**src/ioc_defines.vh**
```
/*
 * shared constants of the oscillator control block: register indices,
 * field positions, reset values and mode codes.
 * assumes it is included by bare name from every design file that needs it.
 */
`ifndef IOC_DEFINES_VH
`define IOC_DEFINES_VH

// ==========================================================
// register indices (byte address is four times the index)
`define IOC_IDX_XCTL 8'hb1
`define IOC_IDX_ICTL 8'hb2
`define IOC_IDX_ICAL 8'hc0
`define IOC_IDX_CSEL 8'hc1
`define IOC_IDX_STAT 8'hc2
`define IOC_IDX_MASK 8'hc3

// ==========================================================
// address decode positions
`define IOC_IDX_LSB 2
`define IOC_IDX_MSB 9
`define IOC_HI_LSB 10

// ==========================================================
// internal oscillator control fields
`define IOC_ICTL_EN 7
`define IOC_ICTL_RDY 6
`define IOC_ICTL_DIV_MSB 1
`define IOC_ICTL_DIV_LSB 0
`define IOC_DIV_RST 2'h0
`define IOC_EN_RST 1'b1
`define IOC_RDY_RST 1'b1

// ==========================================================
// external oscillator control fields
`define IOC_XCTL_VLD 7
`define IOC_XCTL_MODE_MSB 6
`define IOC_XCTL_MODE_LSB 4
`define IOC_XCTL_FR_MSB 2
`define IOC_XCTL_FR_LSB 0
`define IOC_XM_RST 3'h0
`define IOC_FR_RST 3'h0
`define IOC_XM_CMOS 3'h2
`define IOC_XM_CMOS_HALF 3'h3
`define IOC_XM_RC 3'h4
`define IOC_XM_CAP 3'h5
`define IOC_XM_XTAL 3'h6
`define IOC_XM_XTAL_HALF 3'h7

// ==========================================================
// calibration, clock select and interrupt registers
`define IOC_CAL_RST 8'h40
`define IOC_CSEL_EXT 0
`define IOC_CSEL_RST 1'b0
`define IOC_EV_N 3
`define IOC_EV_XVLD 0
`define IOC_EV_IRDY 1
`define IOC_EV_ILOST 2
`define IOC_EV_RST 3'h0

// ==========================================================
// external divide counts (edges minus one before a tick)
`define IOC_XDIV_LAST 4'h7
`define IOC_XDIV_HALF_LAST 4'hf

`endif

```
**src/ioc_osc_ctrl.v**
```verilog
/*
 * oscillator control: internal oscillator enable, ready, calibration and
 * output divider; external oscillator mode, pin takeover, crystal valid
 * and the divided-by-eight peripheral clock; sources for the system clock.
 * assumes an AHB-Lite master with one slave, and an analog block that
 * reports internal ready, crystal amplitude valid and the external clock.
 */
`timescale 1ns/100ps
`default_nettype none
`include "ioc_defines.vh"

module ioc_osc_ctrl (
    // clock and reset
    input wire clk,
    input wire resetn,
    // ahb-lite slave
    input wire hsel,
    input wire [31:0] haddr,
    input wire [1:0] htrans,
    input wire hwrite,
    input wire [2:0] hsize,
    input wire [31:0] hwdata,
    input wire hready,
    output wire hreadyout,
    output wire hresp,
    output reg [31:0] hrdata,
    // analog oscillator status, asynchronous
    input wire int_osc_ready_in,
    input wire crystal_amp_ok_in,
    input wire ext_osc_clk_in,
    // analog oscillator controls
    output wire internal_osc_enable,
    output wire [7:0] internal_osc_calibration,
    output wire external_osc_drive_en,
    output wire [2:0] external_osc_mode,
    output wire [2:0] external_freq_range,
    // port pin takeover
    output wire port0_pin2_osc,
    output wire port0_pin3_osc,
    // clock selection and derived clocks
    output wire system_clock_sel_ext,
    output reg int_div_tick,
    output wire ext_div8_tick,
    output wire ext_div8_clk,
    // interrupt
    output wire irq
);

    // ==========================================================
    // mode decode helpers

    // any mode other than 00x runs the drive circuit
    function xm_on;
        input [2:0] m;
        begin
            xm_on = m[2] | m[1];
        end
    endfunction

    // crystal or resonator modes use both pins
    function xm_xtal;
        input [2:0] m;
        begin
            xm_xtal = (m == `IOC_XM_XTAL) || (m == `IOC_XM_XTAL_HALF);
        end
    endfunction

    // modes with an extra divide by two stage
    function xm_half;
        input [2:0] m;
        begin
            xm_half = (m == `IOC_XM_CMOS_HALF) || (m == `IOC_XM_XTAL_HALF);
        end
    endfunction

    // last count of the internal divider for a divide code
    function [2:0] div_last;
        input [1:0] sel;
        begin
            div_last = 3'h7 >> sel;
        end
    endfunction

    // ==========================================================
    // register state

    reg icen_reg;
    reg [1:0] idiv_reg;
    reg [7:0] ical_reg;
    reg [2:0] xmode_reg;
    reg [2:0] xfr_reg;
    reg csel_reg;
    reg [`IOC_EV_N-1:0] stat_reg;
    reg [`IOC_EV_N-1:0] stat_next;
    reg [`IOC_EV_N-1:0] mask_reg;

    // ==========================================================
    // bus phase tracking

    reg wr_pend_reg;
    reg rd_pend_reg;
    reg [7:0] idx_reg;
    reg hit_reg;
    wire take;
    wire idx_hit;
    wire wr_go;

    // ==========================================================
    // synchronised analog status

    wire [2:0] stat_sync;
    wire irdy_s;
    wire xamp_s;
    wire xclk_s;
    reg irdy_prev_reg;
    reg xvld_prev_reg;
    wire irdy_flag;
    wire xvld_flag;
    wire [`IOC_EV_N-1:0] ev;

    // ==========================================================
    // internal divider state

    reg [2:0] idiv_cnt_reg;

    // ready reset value is one so the flag reads set out of reset
    ioc_sync2 #(
        .W(3),
        .RST_VAL({1'b0, 1'b0, `IOC_RDY_RST})
    ) u_sync (
        .clk(clk),
        .resetn(resetn),
        .d_async({ext_osc_clk_in, crystal_amp_ok_in, int_osc_ready_in}),
        .q_sync(stat_sync)
    );

    assign irdy_s = stat_sync[0];
    assign xamp_s = stat_sync[1];
    assign xclk_s = stat_sync[2];

    // ==========================================================
    // status flags seen by software

    // ready only while enabled and running
    assign irdy_flag = icen_reg & irdy_s;
    // crystal valid means nothing outside crystal modes
    assign xvld_flag = xm_xtal(xmode_reg) & xamp_s;

    // ==========================================================
    // ahb-lite slave: zero wait writes, one wait read

    // a transfer is taken only while the bus is ready
    assign take = hsel & htrans[1] & hready;
    assign idx_hit = (haddr[31:`IOC_HI_LSB] == 22'h00_0000) &&
                     ((haddr[`IOC_IDX_MSB:`IOC_IDX_LSB] == `IOC_IDX_XCTL) ||
                      (haddr[`IOC_IDX_MSB:`IOC_IDX_LSB] == `IOC_IDX_ICTL) ||
                      (haddr[`IOC_IDX_MSB:`IOC_IDX_LSB] == `IOC_IDX_ICAL) ||
                      (haddr[`IOC_IDX_MSB:`IOC_IDX_LSB] == `IOC_IDX_CSEL) ||
                      (haddr[`IOC_IDX_MSB:`IOC_IDX_LSB] == `IOC_IDX_STAT) ||
                      (haddr[`IOC_IDX_MSB:`IOC_IDX_LSB] == `IOC_IDX_MASK));
    assign wr_go = wr_pend_reg & hit_reg;
    // the read wait state lets a preceding write settle before sampling
    assign hreadyout = ~rd_pend_reg;
    assign hresp = 1'b0;

    // address phase capture
    always @(posedge clk or negedge resetn) begin
        if (!resetn) begin
            wr_pend_reg <= 1'b0;
            rd_pend_reg <= 1'b0;
            idx_reg <= 8'h00;
            hit_reg <= 1'b0;
        end else begin
            if (hready) begin
                wr_pend_reg <= take & hwrite;
                rd_pend_reg <= take & ~hwrite;
                hit_reg <= take & idx_hit;
                if (take) begin
                    idx_reg <= haddr[`IOC_IDX_MSB:`IOC_IDX_LSB];
                end
            end else begin
                rd_pend_reg <= 1'b0;
            end
        end
    end

    // read data loads during the wait state; unmapped reads give zero
    always @(posedge clk or negedge resetn) begin
        if (!resetn) begin
            hrdata <= 32'h0000_0000;
        end else if (rd_pend_reg) begin
            hrdata <= 32'h0000_0000;
            if (hit_reg) begin
                case (idx_reg)
                    `IOC_IDX_ICTL: begin
                        hrdata[`IOC_ICTL_EN] <= icen_reg;
                        hrdata[`IOC_ICTL_RDY] <= irdy_flag;
                        hrdata[`IOC_ICTL_DIV_MSB:`IOC_ICTL_DIV_LSB] <= idiv_reg;
                    end
                    `IOC_IDX_XCTL: begin
                        hrdata[`IOC_XCTL_VLD] <= xvld_flag;
                        hrdata[`IOC_XCTL_MODE_MSB:`IOC_XCTL_MODE_LSB] <= xmode_reg;
                        hrdata[`IOC_XCTL_FR_MSB:`IOC_XCTL_FR_LSB] <= xfr_reg;
                    end
                    `IOC_IDX_ICAL: begin
                        hrdata[7:0] <= ical_reg;
                    end
                    `IOC_IDX_CSEL: begin
                        hrdata[`IOC_CSEL_EXT] <= csel_reg;
                    end
                    `IOC_IDX_STAT: begin
                        hrdata[`IOC_EV_N-1:0] <= stat_reg;
                    end
                    `IOC_IDX_MASK: begin
                        hrdata[`IOC_EV_N-1:0] <= mask_reg;
                    end
                    default: begin
                        hrdata <= 32'h0000_0000;
                    end
                endcase
            end
        end
    end

    // ==========================================================
    // control register writes

    // register writes land at the end of the data phase
    always @(posedge clk or negedge resetn) begin
        if (!resetn) begin
            icen_reg <= `IOC_EN_RST;
            idiv_reg <= `IOC_DIV_RST;
            ical_reg <= `IOC_CAL_RST;
            xmode_reg <= `IOC_XM_RST;
            xfr_reg <= `IOC_FR_RST;
            csel_reg <= `IOC_CSEL_RST;
            mask_reg <= `IOC_EV_RST;
        end else if (wr_go) begin
            case (idx_reg)
                `IOC_IDX_ICTL: begin
                    icen_reg <= hwdata[`IOC_ICTL_EN];
                    idiv_reg <= hwdata[`IOC_ICTL_DIV_MSB:`IOC_ICTL_DIV_LSB];
                end
                `IOC_IDX_XCTL: begin
                    xmode_reg <= hwdata[`IOC_XCTL_MODE_MSB:`IOC_XCTL_MODE_LSB];
                    xfr_reg <= hwdata[`IOC_XCTL_FR_MSB:`IOC_XCTL_FR_LSB];
                end
                `IOC_IDX_ICAL: begin
                    ical_reg <= hwdata[7:0];
                end
                `IOC_IDX_CSEL: begin
                    // switching is software's call once valid
                    csel_reg <= hwdata[`IOC_CSEL_EXT];
                end
                `IOC_IDX_MASK: begin
                    mask_reg <= hwdata[`IOC_EV_N-1:0];
                end
                default: begin
                    mask_reg <= mask_reg;
                end
            endcase
        end
    end

    // ==========================================================
    // events and interrupt

    // edges of the two readiness flags
    assign ev[`IOC_EV_XVLD] = xvld_flag & ~xvld_prev_reg;
    assign ev[`IOC_EV_IRDY] = irdy_flag & ~irdy_prev_reg;
    assign ev[`IOC_EV_ILOST] = ~irdy_flag & irdy_prev_reg;

    // write one to clear; a new event in the same cycle wins
    always @* begin
        stat_next = stat_reg;
        if (wr_go && (idx_reg == `IOC_IDX_STAT)) begin
            stat_next = stat_reg & ~hwdata[`IOC_EV_N-1:0];
        end
        stat_next = stat_next | ev;
    end

    // previous flags start at reset values, so no event fires at release
    always @(posedge clk or negedge resetn) begin
        if (!resetn) begin
            stat_reg <= `IOC_EV_RST;
            irdy_prev_reg <= `IOC_RDY_RST;
            xvld_prev_reg <= 1'b0;
        end else begin
            stat_reg <= stat_next;
            irdy_prev_reg <= irdy_flag;
            xvld_prev_reg <= xvld_flag;
        end
    end

    assign irq = |(stat_reg & mask_reg);

    // ==========================================================
    // internal clock divider

    always @(posedge clk or negedge resetn) begin
        if (!resetn) begin
            idiv_cnt_reg <= 3'h0;
            int_div_tick <= 1'b0;
        end else if (!icen_reg) begin
            // a stopped oscillator gives no strobes
            idiv_cnt_reg <= 3'h0;
            int_div_tick <= 1'b0;
        end else if (idiv_cnt_reg >= div_last(idiv_reg)) begin
            idiv_cnt_reg <= 3'h0;
            int_div_tick <= 1'b1;
        end else begin
            idiv_cnt_reg <= idiv_cnt_reg + 3'h1;
            int_div_tick <= 1'b0;
        end
    end

    // ==========================================================
    // analog controls and pin takeover

    assign internal_osc_enable = icen_reg;
    assign internal_osc_calibration = ical_reg;
    assign external_osc_drive_en = xm_on(xmode_reg);
    assign external_osc_mode = xmode_reg;
    // range setting sets RC bias current
    assign external_freq_range = xfr_reg;
    assign port0_pin2_osc = xm_xtal(xmode_reg);
    assign port0_pin3_osc = xm_on(xmode_reg);
    // external only after software selects it
    assign system_clock_sel_ext = csel_reg;

    // ==========================================================
    // external divided clock for timers and counter array

    ioc_ext_div8 u_xdiv (
        .clk(clk),
        .resetn(resetn),
        .run(xm_on(xmode_reg)),
        .half(xm_half(xmode_reg)),
        .ext_sync(xclk_s),
        .tick(ext_div8_tick),
        .div_clk(ext_div8_clk)
    );

endmodule
`default_nettype wire

```
**src/ioc_sync2.v**
```verilog
/*
 * two flip-flop synchroniser for a bundle of levels.
 * assumes each bit is a slow level from outside the clk domain.
 */
`timescale 1ns/100ps
`default_nettype none

module ioc_sync2 #(
    parameter W = 1,
    parameter [W-1:0] RST_VAL = {W{1'b0}}
) (
    // clock and reset
    input wire clk,
    input wire resetn,
    // levels
    input wire [W-1:0] d_async,
    output reg [W-1:0] q_sync
);

    reg [W-1:0] meta_reg;

    // first stage feeds only the second stage
    always @(posedge clk or negedge resetn) begin
        if (!resetn) begin
            meta_reg <= RST_VAL;
            q_sync <= RST_VAL;
        end else begin
            meta_reg <= d_async;
            q_sync <= meta_reg;
        end
    end

endmodule
`default_nettype wire

```
**src/ioc_ext_div8.v**
```verilog
/*
 * external oscillator divided by eight, retimed to the system clock.
 * assumes ext_sync is already synchronised and that the external clock
 * runs no faster than half of clk, so every level is seen by at least one sample.
 */
`timescale 1ns/100ps
`default_nettype none
`include "ioc_defines.vh"

module ioc_ext_div8 (
    // clock and reset
    input wire clk,
    input wire resetn,
    // control
    input wire run,
    input wire half,
    input wire ext_sync,
    // retimed peripheral clock
    output reg tick,
    output reg div_clk
);

    reg prev_reg;
    reg [3:0] cnt_reg;
    wire rise;
    wire [3:0] last;

    assign rise = ext_sync & ~prev_reg;
    // halved modes take twice the edges per output period
    assign last = half ? `IOC_XDIV_HALF_LAST : `IOC_XDIV_LAST;

    // edge counter; every tick lands on a clk edge, so jitter is one cycle
    always @(posedge clk or negedge resetn) begin
        if (!resetn) begin
            prev_reg <= 1'b0;
            cnt_reg <= 4'h0;
            tick <= 1'b0;
            div_clk <= 1'b0;
        end else begin
            prev_reg <= ext_sync;
            tick <= 1'b0;
            if (!run) begin
                cnt_reg <= 4'h0;
                div_clk <= 1'b0;
            end else if (rise) begin
                if (cnt_reg >= last) begin
                    cnt_reg <= 4'h0;
                    tick <= 1'b1;
                end else begin
                    cnt_reg <= cnt_reg + 4'h1;
                end
                div_clk <= (cnt_reg >= (last >> 1)) && (cnt_reg != last);
            end
        end
    end

endmodule
`default_nettype wire

```
**config.mk**
```make
export PLATFORM = sky130hd
export DESIGN_NAME = ioc_osc_ctrl
export DESIGN_NICKNAME = d
export VERILOG_FILES = /design/src/ioc_osc_ctrl.v /design/src/ioc_sync2.v /design/src/ioc_ext_div8.v
export VERILOG_INCLUDE_DIRS = /design/src
export SDC_FILE = /design/constraint.sdc
export NUM_CORES = 1
export LEC_CHECK = 0
export BUFFER_PORTS_ARGS = -buffer_cell sky130_fd_sc_hd__buf_2
export CAP_MARGIN = 20
export CORE_MARGIN = 2
export CORE_UTILIZATION = 30
export CTS_BUF_LIST = sky130_fd_sc_hd__clkbuf_16
export DETAILED_ROUTE_END_ITERATION = 10
export PLACE_DENSITY = 0.61
export SLEW_MARGIN = 20
export SYNTH_ARGS = -nofsm -noshare
export SYNTH_HDL_FRONTEND = slang
export SYNTH_SLANG_ARGS = --single-unit
```
**constraint.sdc**
```tcl
create_clock -name clk -period 2.29 [get_ports clk]
set_input_delay 0 -clock clk [delete_from_list [all_inputs] [get_ports clk]]
set_output_delay 0 -clock clk [all_outputs]
set_load 0.02 [all_outputs]
```
Word-level counts from Yosys, hierarchy flattened --
Index checks and enable logic that the tools add are counted. Widths: inputs -> output; s select.
Storage, ports and cells: register bits 86, logic and storage cells 109
Cells by class: add/subtract/negate cells 2, magnitude comparators 3, equal/unequal tests 17, shift operators 1, mux-type cells 22, bitwise logic cells 23, reduce and logical (&&, ||, !) cells 18
Operator list (count):
- $eq 8x8->1 const B | 12
- $logic_not 22->1 | 1
- $mux 4 | 4
- $and 1x1->1 | 12
- $reduce_and 2->1 | 6
- $mux 1 | 9
- $mux 3 | 3
- $mux 8 | 1
- $logic_or 1x1->1 | 7
- $and 3x3->3 | 2
- $eq 3x3->1 const B | 2
- $not 1->1 | 6
- $pmux 1 s6 | 1
- $pmux 2 s3 | 1
- $pmux 1 s5 | 1
- $add 4x1->4 const B | 1
- $ge 4x3->1 | 1
- $ge 4x4->1 | 1
- $ne 4x4->1 | 1
- $pmux 1 s4 | 1
- $pmux 2 s2 | 1
- $add 3x1->3 const B | 1
- $eq 3x2->1 const B | 1
- $ge 3x3->1 | 1
- 7 further kinds | 9

Logic depth before layout (Yosys ltp) --
word-level depth 8, gate-level depth with buffers 6, mapped depth without buffers 6

Hierarchy --
From an unflattened synthesis, not the netlist that was laid out.
Second synthesis, totals: cell total of the unflattened synthesis 275, area, all modules 3175.5 sq um
By module, submodules not included:
- ioc_osc_ctrl | instances 1, cells each 233, area an instance 2640.0 sq um, sequential area each 1229.9 sq um
- ioc_ext_div8 | instances 1, cells each 36, area an instance 382.9 sq um, sequential area each 175.2 sq um
- ioc_sync2 | instances 1, cells each 6, area an instance 152.6 sq um, sequential area each 152.6 sq um

Worst setup path after synthesis --
No wires, ideal clock.
kind reg-to-reg, start point register idx_reg[1], end point register xfr_reg[0] (netlist: external_freq_range[0]), setup time 125 ps, arrival time 1611 ps, required time 2165 ps, path slack 554 ps, cell stages (with the launch flop) 7, buffers on the path 2, clock period less this slack 1736 ps, path through dfrtp_1 > clkbuf_2 > nor4b_4 > and2_4 > and3_4 > buf_8 > mux2_4
On the way: word-level cells in the longest chain between the ends 2
RTL lines:
- from (decl) | line ioc_osc_ctrl.v:102 | reg [7:0] idx_reg;
- from (signal assigned) | line ioc_osc_ctrl.v:179 | idx_reg <= haddr[`IOC_IDX_MSB:`IOC_IDX_LSB];
- $eq 8x8->1 | line ioc_osc_ctrl.v:239 | case (idx_reg)
- $reduce_and 2->1 (no line)
- to (signal assigned) | line ioc_osc_ctrl.v:235 | xfr_reg <= `IOC_FR_RST;
- to (signal assigned) | line ioc_osc_ctrl.v:246 | xfr_reg <= hwdata[`IOC_XCTL_FR_MSB:`IOC_XCTL_FR_LSB];
- to (decl) | line ioc_osc_ctrl.v:91 | reg [2:0] xfr_reg;
Every way passes these cells. A chain may end at the register's enable or synchronous reset.

Worst setup path after layout --
start point register idx_reg[1], end point register xmode_reg[2] (netlist: external_osc_mode[2])
On the way: word-level cells in the longest chain between the ends 2
RTL lines:
- $eq 8x8->1 | line ioc_osc_ctrl.v:239
- $reduce_and 2->1 (no line)
- to (signal assigned) | line ioc_osc_ctrl.v:234 | xmode_reg <= `IOC_XM_RST;
- to (signal assigned) | line ioc_osc_ctrl.v:245 | xmode_reg <= hwdata[`IOC_XCTL_MODE_MSB:`IOC_XCTL_MODE_LSB];
- to (decl) | line ioc_osc_ctrl.v:90 | reg [2:0] xmode_reg;
Every way passes these cells.

==> metrics <==
setup_tns 0 ns; Tmin final ~1.9 ns; RSZ-0062 raised after global routing false; clock sinks 62; Setup Skew approximately 0.0074 ns; critical path's top delay family simple AND/OR/NAND/NOR gates; # hold bufs at CTS 24; DRT iter0 DRCs between 150 and 200; Async SR Flop Fraction 100%; Flop pwr share about 46%; Clock H-tree levels 3; Die H between 100 and 150 um; synthesized area 0.00312 sq mm; clock latency on the worst-skew pair around 0.32 ns; cells after synthesis approximately 270; Post-CTS Setup Bufs 0; via count 2373; GR Util All Layers a little over an eighth; # port buffers between 70 and 80; vias in the first global route about 2300; Pwr per Cell Area 652 mW/mm^2; status finished clean; post-route ant nets 0; Hold Fails Final Rpt 0; Synth cell types 50; Arrival @ worst endpoint roughly 2.1 ns; Levels on crit path 4; Top Ports roughly 130; Die W ~110 um; Max-slew headroom about two thirds; DR pass1 iterations 4; CTS tree built; largest net degree at the start of global routing 63; GPL Wtd Cong between 0.8 and 0.9; Pins Over Slew Limit 0; fmax 528 MHz; Main synth FF type dfrtp_1; max-cap viol count 0; wire per inst roughly 14 um; cell internal pwr roughly 2.0 mW; hold depth 3; Clk pwr share a little over two fifths; Net Sw Power 0.653 mW; WL final 7.18 mm; leading area contributor after synthesis dfrtp_1; sequential-to-total area share from yosys stat approximately half; Tcrit/Tclk final between 80% and 90%; clk slew on worst S/H paths about 0.05 ns; antenna violations before repair 0; Fill cells 1008; CP bufs+invs 0; critical path fanouts, max 9; post-DP HPWL around 5.3 mm; initial core utilization 30.6%; Seq cells post-synth 62; Logic pwr share between 10% and 20%; design area approximately 0.0040 sq mm; share of post-route cells with drive strength above 1 between 30% and 40%; Root Driver clkbuf_16; EDFF count, synth 0; Post-route DRC 0; slowest cell delay on critical path 0.50 ns; Switching Share 24.7%; Tot Pwr between 2 and 3 mW; core footprint around 0.010 sq mm; Commonest cells post-synth dfrtp_1, buf_4, mux2_2, nand2_1, inv_1; diode count 0; Syn-to-layout area delta 29.9%; total CTS buffers 9; clk buf depth 2; die area around 0.011 sq mm; Worst-Margin Slew approximately 0.48 ns; Worst Path Class, Setup register to register; average cell area after synthesis between 10 and 15 sq um; count leader, synth dfrtp_1; CTS-repair resized insts 0; Syn. warnings 0; Setup-failing EPs final 0; CP startpoint kind register; HP Class input port to register; peak supply drop between 0.2 and 0.3 mV; placed cell area around 0.0036 sq mm; worst-path cell chain nor4b_4, and2_4, and3_4, mux2_4; first-pass GRT wire length 11.4 mm; leakage just under 2 nW; Yosys top cell area share a little under half; synth top area cells dfrtp_1, mux2_2, buf_4; total gr overflow 0; Worst Path Required between 2 and 2.5 ns; Slowest cell on crit path dfrtp_1; Vias/cell about 4.6; Setup crit end kind register; final-stage net count approximately 460; Worst Reg-to-Reg Cells 4; FP Rows 37
cell families after synthesis:
kind of cell | after synthesis | share of synthesized area (%)
and+or+nand+nor | 78 | 16.1
DFF | 62 | 50.0
buffers and inverters | 46 | 9.15
AOI/OAI and AO/OA | 39 | 9.43
muxes | 31 | 11.9
adders and majority gates | 7 | 2.81
xor gates and xnor gates | 2 | 0.562
other | 1 | 0.120
per-stage QoR:
step | setup slack (ns) | std cells | hold slack (ns) | utilization, %
2_1_floorplan | 0.554 | 290 | -0.296 | -
3_3_place_gp | 0.422 | 473 | 0.0349 | 34.9
3_5_place_dp | 0.409 | 473 | 0.0407 | 34.9
4_1_cts | 0.401 | 513 | 0.0933 | 39.8
5_1_grt | 0.301 | 513 | 0.108 | 39.8
6_report | 0.395 | 513 | 0.0982 | 39.8
final timing paths:
kind / startpoint / end / slack, ns
max in group asynchronous: resetn / internal_osc_calibration[6] / 1.77
min in group asynchronous: resetn / int_div_tick / 0.22
worst max-delay path: idx_reg[1] / external_osc_mode[2] / 0.40
worst max register to register: idx_reg[1] / external_osc_mode[2] / 0.40
worst min register to register: u_sync.meta_reg[2] / u_sync.q_sync[2] / 0.34
worst min-delay path: htrans[1] / idx_reg[3] / 0.1
power by group through the flow:
stage / logic [mW] / clock network, mW / registers, mW
after floorplan: 0.191 / 0 / 1.22
after global placement: 0.256 / 0 / 1.23
after detailed placement: 0.259 / 0 / 1.23
after CTS: 0.290 / 1.16 / 1.22
after global routing: 0.314 / 1.23 / 1.22
final: 0.288 / 1.14 / 1.22
final cells by class:
class | count | area [sq um] | area share [%]
Inverter | 14 | 52.6 | 1.30
Clock buffer | 9 | 225 | 5.56
Tap cell | 136 | 170 | 4.20
Multi-Input combinational cell | 182 | 1370 | 33.7
Clock inverter | 7 | 27.5 | 0.680
Timing Repair Buffer | 103 | 651 | 16.1
Sequential cell | 62 | 1560 | 38.5
layout by cell type (no fill, tap or decap), types with 8 or more instances in the layout:
master,n
inv_1,16
dlygate4sd3_1,24
buf_2,78
mux2_2,23
nor2_1,9
o2bb2ai_1,8
dfrtp_1,57
nand2_1,16
and3_1,8
conb_1,25
clkbuf_16,9
per-layer routing:
metal	routed length [um]	up-vias	GRT usage, %
li1	-	1135	-
met1	3200	1139	17.5
met2	3360	91	19.8
met3	541	8	4.78
met4	80	0	5.36
met5	0	-	0
worst min-delay path, delay by kind of cell:
kind	cells	cell delay (ns)
AND/OR/NAND/NOR	1	0.12
multiplexers	1	0.16
buffers and inverters	1	0.11
Power figures use the tool's default switching activity.
